===== src/verilog/lbc_consts.svh =====
// Constants of the local bus command controller: delays and reset values.
// Assumes inclusion by bare name from the controller module and the testbench.
`ifndef LBC_CONSTS_SVH
`define LBC_CONSTS_SVH

// -----------------------------------------------------------------------------
// Command and data enable delays, in clocks after the command state starts
// -----------------------------------------------------------------------------
`define LBC_NO_DLY        2'h0
`define LBC_RD_DLY_LONG     2'h1
`define LBC_WR_DLY_LONG     2'h2
`define LBC_XCV_WR_DLY_LONG 2'h1
`define LBC_ELAPSED_MAX   2'h3

// -----------------------------------------------------------------------------
// Reset values
// -----------------------------------------------------------------------------
`define LBC_STROBE_IDLE   5'h1F
`define LBC_DIR_RST       1'h1
`define LBC_GATE_RST      1'h0
`define LBC_STRAP_RST     1'h0

`endif


===== src/verilog/lbc_pkg.sv =====
// Types of the local bus command controller: bus states and cycle codes.
// Needs no include; the controller and the testbench import it.
package lbc_pkg;

   // -----------------------------------------------------------------------------
   // Bus states and decoded cycle types
   // -----------------------------------------------------------------------------
   typedef enum logic [1:0] {
      LBC_IDLE   = 2'b00,
      LBC_STATUS = 2'b01,
      LBC_CMD    = 2'b10
   } lbc_bus_state_type;

   // Code is {memory_io_select, cycle_status_hi, cycle_status_lo}.
   typedef enum logic [2:0] {
      LBC_CYC_ACK    = 3'b000,
      LBC_CYC_IORD   = 3'b001,
      LBC_CYC_IOWR   = 3'b010,
      LBC_CYC_IDLE0  = 3'b011,
      LBC_CYC_HALT   = 3'b100,
      LBC_CYC_MEMRD  = 3'b101,
      LBC_CYC_MEMWR  = 3'b110,
      LBC_CYC_IDLE1  = 3'b111
   } lbc_cycle_type;

   // Strobe bit positions inside the command vector.
   typedef enum logic [2:0] {
      LBC_STB_ACK   = 3'b000,
      LBC_STB_IORD  = 3'b001,
      LBC_STB_IOWR  = 3'b010,
      LBC_STB_MEMRD = 3'b011,
      LBC_STB_MEMWR = 3'b100
   } lbc_strobe_type;

endpackage


===== src/verilog/lbc_top.sv =====
// Local bus command controller: decodes pipelined status into commands and
// transceiver controls. Assumes bus master, ready source and hold-off logic
// run on ref_clk_in; only the gate/grant pin is asynchronous.
`include "lbc_consts.svh"

// Overview of operation
// Decode select and status into cycle types.
// Low select means I/O space, high memory.
// Strap picks delayed or short command timing.
// Select latched at cycle start gates response.
// Hold-off high delays command, resampled each clock.
// Ready low ends cycle even without command.
// Ready source ends cycles; delayed mode waits.
// Ready held low during system reset.
// Gate/grant pin synchronised before use.
// Grant high floats strobes, drops transceiver enable.
// Short mode gate low forces outputs inactive.
// Address latch strobe for all but halt.
// Cascade enable only in interrupt acknowledge.
// Transceiver enable delayed for delayed-mode writes.
// Direction high for writes and idle.
// Direction changes only with transceivers disabled.
// Five active-low strobes, released by ready.
// Idle, status and command states, two clocks.
// Idle lasts as long as no cycle.
// Either status low starts a bus cycle; the code starts none for the halt code.
// Master asserts status in its phase one.
// Ready high at command end repeats state.
// Delayed mode: read plus one, write plus two.
// Address strobe in second half of status.
// Reset gives idle, inactive strobes, direction high.
module lbc_top (
   input  wire logic ref_clk_in,
   input  wire logic reset_n_in,
   input  wire logic cycle_status_hi_n_in,
   input  wire logic cycle_status_lo_n_in,
   input  wire logic memory_io_select_in,
   input  wire logic timing_mode_strap_in,
   input  wire logic latched_controller_select_in,
   input  wire logic command_hold_off_in,
   input  wire logic command_gate_or_grant_in,
   input  wire logic ready_n_in,
   output logic      intr_ack_strobe_n_out,
   output logic      io_read_strobe_n_out,
   output logic      io_write_strobe_n_out,
   output logic      mem_read_strobe_n_out,
   output logic      mem_write_strobe_n_out,
   output logic      command_oe_n_out,
   output logic      address_latch_strobe_out,
   output logic      cascade_address_enable_out,
   output logic      transceiver_enable_out,
   output logic      transfer_direction_out
);
   import lbc_pkg::*;

   // -----------------------------------------------------------------------------
   // Cycle type helpers
   // -----------------------------------------------------------------------------
   function automatic logic is_write(input lbc_cycle_type t);
      is_write = (t == LBC_CYC_IOWR) || (t == LBC_CYC_MEMWR);
   endfunction

   function automatic logic [4:0] strobe_sel(input lbc_cycle_type t);
      logic [4:0] v;
      v = 5'h00;
      case (t)
         LBC_CYC_ACK:   v[LBC_STB_ACK]   = 1'b1;
         LBC_CYC_IORD:  v[LBC_STB_IORD]  = 1'b1;
         LBC_CYC_IOWR:  v[LBC_STB_IOWR]  = 1'b1;
         LBC_CYC_MEMRD: v[LBC_STB_MEMRD] = 1'b1;
         LBC_CYC_MEMWR: v[LBC_STB_MEMWR] = 1'b1;
         default:       v = 5'h00;
      endcase
      strobe_sel = v;
   endfunction

   // -----------------------------------------------------------------------------
   // Reset release, strap capture and gate synchroniser
   // -----------------------------------------------------------------------------
   logic       rst_s1_ff;
   logic       rst_n;
   logic       long_mode_ff;
   logic       strap_taken_ff;
   logic [2:0] gate_sync_ff;
   logic       gate_ff;

   always_ff @(posedge ref_clk_in or negedge reset_n_in) begin
      if (!reset_n_in) begin
         rst_s1_ff <= 1'b0;
         rst_n     <= 1'b0;
      end else begin
         rst_s1_ff <= 1'b1;
         rst_n     <= rst_s1_ff;
      end
   end

   // The strap is meant to stay static, so it is caught once after release.
   always_ff @(posedge ref_clk_in or negedge rst_n) begin
      if (!rst_n) begin
         long_mode_ff   <= `LBC_STRAP_RST;
         strap_taken_ff <= 1'b0;
      end else if (!strap_taken_ff) begin
         long_mode_ff   <= timing_mode_strap_in;
         strap_taken_ff <= 1'b1;
      end
   end

   // The pin may change at any time; a level counts once two stages agree.
   always_ff @(posedge ref_clk_in or negedge rst_n) begin
      if (!rst_n) begin
         gate_sync_ff <= {3{`LBC_GATE_RST}};
         gate_ff      <= `LBC_GATE_RST;
      end else begin
         gate_sync_ff <= {gate_sync_ff[1:0], command_gate_or_grant_in};
         if (gate_sync_ff[1] == gate_sync_ff[2]) begin
            gate_ff <= gate_sync_ff[2];
         end
      end
   end

   // -----------------------------------------------------------------------------
   // Status decode and bus state sequencing
   // -----------------------------------------------------------------------------
   lbc_bus_state_type state_ff;
   lbc_bus_state_type nxt_state;
   logic              phase_ff;
   logic              nxt_phase;
   lbc_cycle_type     type_ff;
   logic              sel_ff;
   logic [1:0]        elapsed_ff;
   logic              cmd_on_ff;
   logic [4:0]        cmd_n_ff;
   logic              oe_n_ff;
   logic              ale_ff;
   logic              casc_ff;
   logic              xcv_en_ff;
   logic              dtr_ff;

   // Status lines are active low; select low means I/O space.
   wire lbc_cycle_type cyc_code      = lbc_cycle_type'({memory_io_select_in,
                                        cycle_status_hi_n_in, cycle_status_lo_n_in});
   wire                status_active = !(cycle_status_hi_n_in && cycle_status_lo_n_in);
   wire                cyc_end       = (state_ff == LBC_CMD) && phase_ff && !ready_n_in;
   // A halt code starts nothing: no strobe, no latch strobe, inputs ignored.
   wire                can_start     = ((state_ff == LBC_IDLE) || cyc_end) && status_active
                                       && (cyc_code != LBC_CYC_HALT);

   // The clock on which status is first seen is phase one of the status state,
   // so the state register enters it at its second phase.
   always_comb begin
      nxt_state = state_ff;
      nxt_phase = 1'b0;
      case (state_ff)
         LBC_IDLE: begin
            if (can_start) begin
               nxt_state = LBC_STATUS;
               nxt_phase = 1'b1;
            end
         end
         LBC_STATUS: begin
            nxt_state = LBC_CMD;
            nxt_phase = 1'b0;
         end
         LBC_CMD: begin
            if (!phase_ff) begin
               nxt_phase = 1'b1;
            end else if (ready_n_in) begin
               nxt_state = LBC_CMD;
            end else if (can_start) begin
               nxt_state = LBC_STATUS;
               nxt_phase = 1'b1;
            end else begin
               nxt_state = LBC_IDLE;
            end
         end
         default: begin
            nxt_state = LBC_IDLE;
            nxt_phase = 1'b0;
         end
      endcase
   end

   // -----------------------------------------------------------------------------
   // Command, enable and direction decisions
   // -----------------------------------------------------------------------------
   wire lbc_cycle_type nxt_type    = can_start ? cyc_code : type_ff;
   wire                nxt_sel     = can_start ? latched_controller_select_in : sel_ff;
   wire                to_cmd      = (nxt_state == LBC_CMD);
   wire                type_wr     = is_write(type_ff);
   wire [1:0]          nxt_elapsed = (state_ff != LBC_CMD) ? `LBC_NO_DLY :
                                     (elapsed_ff == `LBC_ELAPSED_MAX) ? elapsed_ff :
                                     elapsed_ff + 2'h1;
   wire [1:0]          cmd_dly     = !long_mode_ff ? `LBC_NO_DLY :
                                     type_wr ? `LBC_WR_DLY_LONG : `LBC_RD_DLY_LONG;
   wire [1:0]          xcv_dly     = (long_mode_ff && type_wr) ? `LBC_XCV_WR_DLY_LONG :
                                     `LBC_NO_DLY;
   // Grant is active low in delayed mode, gate active high in short mode.
   wire                gate_ok     = long_mode_ff ? !gate_ff : gate_ff;
   wire                nxt_cmd_on  = to_cmd && sel_ff && (nxt_elapsed >= cmd_dly)
                                     && (cmd_on_ff || !command_hold_off_in);
   wire [4:0]          nxt_cmd_n   = ~(strobe_sel(type_ff) & {5{nxt_cmd_on && gate_ok}});
   wire                nxt_oe_n    = long_mode_ff && gate_ff;
   wire                dir_target  = (nxt_state != LBC_IDLE) ? is_write(nxt_type)
                                     : `LBC_DIR_RST;
   // Direction waits while the transceivers are on, and the enable waits
   // until the direction matches, so the two never switch together.
   wire                nxt_dtr     = xcv_en_ff ? dtr_ff : dir_target;
   wire                nxt_xcv_en  = to_cmd && sel_ff && gate_ok && (nxt_elapsed >= xcv_dly)
                                     && (dtr_ff == type_wr);
   wire                nxt_ale     = (nxt_state == LBC_STATUS);
   wire                nxt_casc    = (nxt_ale && (nxt_type == LBC_CYC_ACK)) ||
                                     ((state_ff == LBC_STATUS) && (type_ff == LBC_CYC_ACK));

   always_ff @(posedge ref_clk_in or negedge rst_n) begin
      if (!rst_n) begin
         state_ff   <= LBC_IDLE;
         phase_ff   <= 1'b0;
         type_ff    <= LBC_CYC_IDLE1;
         sel_ff     <= 1'b0;
         elapsed_ff <= `LBC_NO_DLY;
         cmd_on_ff  <= 1'b0;
      end else begin
         state_ff   <= nxt_state;
         phase_ff   <= nxt_phase;
         type_ff    <= nxt_type;
         sel_ff     <= nxt_sel;
         elapsed_ff <= nxt_elapsed;
         cmd_on_ff  <= nxt_cmd_on;
      end
   end

   always_ff @(posedge ref_clk_in or negedge rst_n) begin
      if (!rst_n) begin
         oe_n_ff <= 1'b0;
         ale_ff  <= 1'b0;
         casc_ff   <= 1'b0;
         xcv_en_ff <= 1'b0;
         dtr_ff  <= `LBC_DIR_RST;
      end else begin
         oe_n_ff <= nxt_oe_n;
         ale_ff  <= nxt_ale;
         casc_ff   <= nxt_casc;
         xcv_en_ff <= nxt_xcv_en;
         dtr_ff  <= nxt_dtr;
      end
   end

   for (genvar i = 0; i < 5; i++) begin : g_strobe
      always_ff @(posedge ref_clk_in or negedge rst_n) begin
         if (!rst_n) begin
            cmd_n_ff[i] <= 1'b1;
         end else begin
            cmd_n_ff[i] <= nxt_cmd_n[i];
         end
      end
   end

   assign intr_ack_strobe_n_out      = cmd_n_ff[LBC_STB_ACK];
   assign io_read_strobe_n_out       = cmd_n_ff[LBC_STB_IORD];
   assign io_write_strobe_n_out      = cmd_n_ff[LBC_STB_IOWR];
   assign mem_read_strobe_n_out      = cmd_n_ff[LBC_STB_MEMRD];
   assign mem_write_strobe_n_out     = cmd_n_ff[LBC_STB_MEMWR];
   assign command_oe_n_out           = oe_n_ff;
   assign address_latch_strobe_out   = ale_ff;
   assign cascade_address_enable_out = casc_ff;
   assign transceiver_enable_out     = xcv_en_ff;
   assign transfer_direction_out     = dtr_ff;

   // -----------------------------------------------------------------------------
   // Checks
   // -----------------------------------------------------------------------------
   a_ale_not_halt: assert property (
      @(posedge ref_clk_in) disable iff (!rst_n)
      ale_ff |-> (state_ff == LBC_STATUS) && (type_ff != LBC_CYC_HALT) ##1 !ale_ff)
      else $error("address latch strobe outside status state");
   a_casc_ack_only: assert property (
      @(posedge ref_clk_in) disable iff (!rst_n)
      casc_ff |-> (type_ff == LBC_CYC_ACK))
      else $error("cascade enable outside interrupt acknowledge");
   a_dir_quiet_den: assert property (
      @(posedge ref_clk_in) disable iff (!rst_n)
      (dtr_ff != $past(dtr_ff)) |-> !xcv_en_ff && !$past(xcv_en_ff))
      else $error("direction changed with transceivers enabled");
   a_dir_idle_high: assert property (
      @(posedge ref_clk_in) disable iff (!rst_n)
      (state_ff == LBC_IDLE) [*3] |-> dtr_ff)
      else $error("direction low while idle");
   a_ready_release: assert property (
      @(posedge ref_clk_in) disable iff (!rst_n)
      cyc_end |=> (cmd_n_ff == `LBC_STROBE_IDLE) && (state_ff != LBC_CMD))
      else $error("strobe or command state held after ready");
   a_wait_repeat: assert property (
      @(posedge ref_clk_in) disable iff (!rst_n)
      (state_ff == LBC_CMD && phase_ff && ready_n_in) |=>
         (state_ff == LBC_CMD) && !phase_ff && $stable(type_ff) && $stable(dtr_ff))
      else $error("wait state not repeated");
   a_short_read: assert property (
      @(posedge ref_clk_in) disable iff (!rst_n)
      (state_ff == LBC_STATUS && !long_mode_ff && sel_ff && gate_ff && !command_hold_off_in
       && !type_wr) |=> !(&cmd_n_ff))
      else $error("short mode read command late");
   a_long_write_delay: assert property (
      @(posedge ref_clk_in) disable iff (!rst_n)
      (state_ff == LBC_STATUS && long_mode_ff && type_wr) |=> (&cmd_n_ff) [*2])
      else $error("delayed mode write command early");
   a_hold_off: assert property (
      @(posedge ref_clk_in) disable iff (!rst_n)
      (command_hold_off_in && !cmd_on_ff) |=> !cmd_on_ff)
      else $error("command started during hold-off");
   a_grant_float: assert property (
      @(posedge ref_clk_in) disable iff (!rst_n)
      (long_mode_ff && gate_ff) |=> oe_n_ff && !xcv_en_ff && (&cmd_n_ff))
      else $error("strobes driven without grant");
   a_gate_low: assert property (
      @(posedge ref_clk_in) disable iff (!rst_n)
      (!long_mode_ff && !gate_ff) |=> !oe_n_ff && !xcv_en_ff && (&cmd_n_ff))
      else $error("strobes active with gate low");
   a_unselected: assert property (
      @(posedge ref_clk_in) disable iff (!rst_n)
      (state_ff == LBC_CMD && !sel_ff) |-> (&cmd_n_ff) && !xcv_en_ff)
      else $error("response to unselected cycle");

endmodule


===== config.mk =====
export PLATFORM = sky130hd
export DESIGN_NAME = lbc_top
export DESIGN_NICKNAME = d
export VERILOG_FILES = /design/src/verilog/lbc_pkg.sv /design/src/verilog/lbc_top.sv
export VERILOG_INCLUDE_DIRS = /design/src /design/src/verilog
export SDC_FILE = /design/constraint.sdc
export NUM_CORES = 1
export LEC_CHECK = 0
export CAP_MARGIN = 20
export CORE_MARGIN = 5
export CORE_UTILIZATION = 45
export CTS_BUF_LIST = sky130_fd_sc_hd__clkbuf_4 sky130_fd_sc_hd__clkbuf_8
export DETAILED_ROUTE_END_ITERATION = 10
export DONT_BUFFER_PORTS = 1
export GPL_ROUTABILITY_DRIVEN = 0
export MAX_ROUTING_LAYER = met4
export PLACE_DENSITY = 0.6
export SETUP_SLACK_MARGIN = 0.4
export SYNTH_ARGS = -nofsm -noshare
export SYNTH_HDL_FRONTEND = slang
export SYNTH_SLANG_ARGS = --single-unit

===== constraint.sdc =====
create_clock -name ref_clk_in -period 1 [get_ports ref_clk_in]
set_clock_uncertainty 0.2 [all_clocks]
set_input_delay 0.2 -clock ref_clk_in [delete_from_list [all_inputs] [get_ports ref_clk_in]]
set_output_delay 0.2 -clock ref_clk_in [all_outputs]
set_load 0.02 [all_outputs]

==> metrics.md <==
| Metric | Value |
|---|---|
| Seq/Total Area, Yosys | `between 60% and 70%` |
| Clk sinks | `28` |
| Final net count | `about 150` |
| Final setup vio count | `32` |
| Die width | `roughly 61 um` |
| Share of layout cells above drive strength 1 | `about three fifths` |
| Crit Path Max Fanout | `6` |
| Hold Path Cell Cnt | `0` |
| Fin util | `70.8%` |
| Crit path launch type | `flop` |
| Clk pin slew, worst setup/hold paths | `~0.14 ns` |
| Gr usage total | `between 10% and 20%` |
| Synth area leader | `dfrtp_1` |
| Synthesis warning total | `0` |
| Row count | `18` |
| Failing checks | `negative hold slack, negative setup slack` |
| Mapped Cells | `95` |
| Hold crit path type | `in2reg` |
| Clock buffer count from CTS | `3` |
| Cell with the most instances after synthesis | `dfrtp_1` |
| Worst Path Arrival | `~2.0 ns` |
| Filler cells | `176` |
| Pwr dens | `approximately 2800 nW/um^2` |
| Storage cell area | `approximately 720 sq um` |
| CTS hold repair buffers | `1` |
| Iteration-0 DRC Markers | `19` |
| Maximum root-to-sink buffer count | `2` |
| Post-route ant nets | `0` |
| Drt pass-1 iters | `2` |
| WL/cell | `14.9 um` |
| CP Data Required Time | `~1.0 ns` |
| DRC viols | `0` |
| Place WS | `-0.958 ns` |
| Largest cells by area after synthesis | `dfrtp_1 40%, dfstp_2 20%, ha_1 4.2%` |
| Antenna violations before repair | `0` |
| Chip height | `around 61 um` |
| Skew-Pair Late Insertion Delay | `~0.33 ns` |
| Max cap viols | `0` |
| Commonest cells post-synth | `19 x dfrtp_1, 9 x dfstp_2, 6 x inv_1, 6 x nor2_1` |
| Core box area | `around 2500 sq um` |
| Max Freq | `511 MHz` |
| Final Hold Viols | `17` |
| PortBufs | `0` |
| Seq cells post-synth | `28` |
| Outcome | `finished, violations left` |
| Avg Cell Area, Syn | `roughly 12 sq um` |
| Multi-input gate area | `between 500 and 600 sq um` |
| Static leakage | `around 0.8 nW` |
| WL final | `around 2400 um` |
| Largest net degree at the start of global routing | `16` |
| Number of synthesized flops with an enable pin | `0` |
| Max VDD drop | `1860 uV` |
| Slew Limit Fails | `0` |
| Post-synth top flop | `dfrtp_1` |
| Die ar. | `about 3800 sq um` |
| Synthesized cell area | `1180 sq um` |
| Clock Tree Root | `clkbuf_4` |
| First-pass GRT wire length | `roughly 4000 um` |
| Worst R2R Path Depth | `7` |
| Netlist cell types | `35` |
| Dpl hpwl | `roughly 1600 um` |
| Via count | `approximately 830` |
| I/O pin total | `20` |
| CP Capture Type | `flop` |
| Tmin final | `between 1.5 and 2 ns` |
| Vias in the first global route | `between 800 and 900` |
| Yosys top cell area share | `about two fifths` |
| Area growth, synth to finish | `49.3%` |
| H-tree depth | `1` |
| Ant. Diodes | `0` |
| CTS tree | `yes` |
| Global route overflow | `0` |
| RSZ-0062 raised after global routing | `true` |
| Hold WS | `-0.322 ns` |
| Initial Utilization | `approximately 47%` |
| Setup slack after layout | `-0.958 ns` |
| Async set-reset flop share out of synthesis | `100%` |
| Tcrit/Tclk final | `196%` |
| CP Class | `reg2reg` |
| Vias/cell | `~5.1` |
==> metrics by stage <==
| stage | total power, mW | setup TNS (ns) | instance area, sq um | cells | hold WS (ns) |
|---|---|---|---|---|---|
| 6_report | 5.01 | -14.84 | 1770 | 163 | -0.322 |
| 5_1_grt | 5.35 | -16.29 | 1770 | 163 | -0.351 |
| 4_1_cts | 4.76 | -15.19 | 1710 | 161 | -0.331 |
| 3_5_place_dp | 3.66 | -11.12 | 1460 | 146 | -0.296 |
| 3_3_place_gp | 3.62 | -10.80 | 1460 | 146 | -0.296 |
| 2_1_floorplan | 2.97 | -8.69 | 1270 | 96 | -0.296 |
==> cells by family (layout without fill, tap and decap cells) <==
kind of cell	after synthesis	in the layout	share of synthesized area, %
simple gates	31	31	15.9
flops	28	28	60.1
compound gates	17	17	10.2
buf+inv	7	44	2.53
fa+ha+maj	5	5	5.07
mux	5	5	5.07
other cells	1	2	0.316
xor+xnor	1	1	0.739
==> area by class of cell <==
class	instances	area share [%]
inverter	6	1.27
timing repair buffer	34	21.0
sequential	28	40.7
tap	30	2.12
clock buffer	4	2.05
multi-input combinational	61	32.8
==> routing by layer <==
metal | global-route usage, % | part of all wire [%]
met1 | 19.3 | 46
met3 | 5.87 | 5.3
met4 | 6.50 | 1.5
met2 | 23.0 | 47
met5 | - | 0
==> path summary, 6_finish.rpt <==
| kind | slack (ns) | from | endpoint |
|---|---|---|---|
| min | -0.32 | command_gate_or_grant_in | gate_sync_ff[0] |
| min reg2reg | 0.12 | rst_n | state_ff[0] |
| min in group asynchronous | -0.12 | reset_n_in | rst_n |
| max in group asynchronous | 0.28 | rst_n | io_write_strobe_n_out |
| max reg2reg | -0.96 | type_ff[1] | cmd_on_ff |
| max | -0.96 | type_ff[1] | cmd_on_ff |
==> power breakdown <==
group          internal [mW]  total [mW]  switching, mW
Sequential              1.48        1.74          0.252
Combinational           1.65        2.74           1.09
Clock                  0.223       0.543          0.320
==> worst max-delay path, cell delays in order, from the launching register on <==
cell and delay (ns):
dfstp_2 0.55, or2b_4 0.26, and2_4 0.14, ha_4 0.22, nand2b_4 0.14, a21oi_4 0.16, a21oi_4 0.06, and3_1 0.14
==> cell usage in the layout (no fill, tap or decap), drive strengths merged <==
cell type,instances
a211o,1
a211oi,1
a21o,4
a21oi,4
a22o,1
and2,1
and3,2
buf,33
clkbuf,4
conb,2
dfrtp,19
dfstp,9
dlygate4sd3,1
ha,4
inv,6
maj3,1
mux2,5
nand2,3
nand2b,3
nand3,3
nand4,2
nor2,7
nor2b,5
nor3,1
nor3b,1
o21ai,3
o21ba,1
o311a,1
o32a,1
or2b,3
xnor2,1
==> state kept, by name, indices dropped and copies added (netlist names) <==
signal / cells
strap_taken_ff: 1
rst_n: 1
phase_ff: 1
io_write_strobe_n_out: 1
mem_read_strobe_n_out: 1
elapsed_ff: 2
intr_ack_strobe_n_out: 1
io_read_strobe_n_out: 1
command_oe_n_out: 1
transceiver_enable_out: 1
address_latch_strobe_out: 1
gate_ff: 1
long_mode_ff: 1
gate_sync_ff: 3
cmd_on_ff: 1
state_ff: 2
cascade_address_enable_out: 1
sel_ff: 1
rst_s1_ff: 1
transfer_direction_out: 1
mem_write_strobe_n_out: 1
type_ff: 3
==> repair_timing <==
item	in CTS	in global routing
gates resized for setup	23	10
setup buffers	9	2
setup endpoints to repair	61	61
cloned	1	0
pin swaps	6	5
endpoints found under the hold margin	18	18
Power figures use the tool's default switching activity.
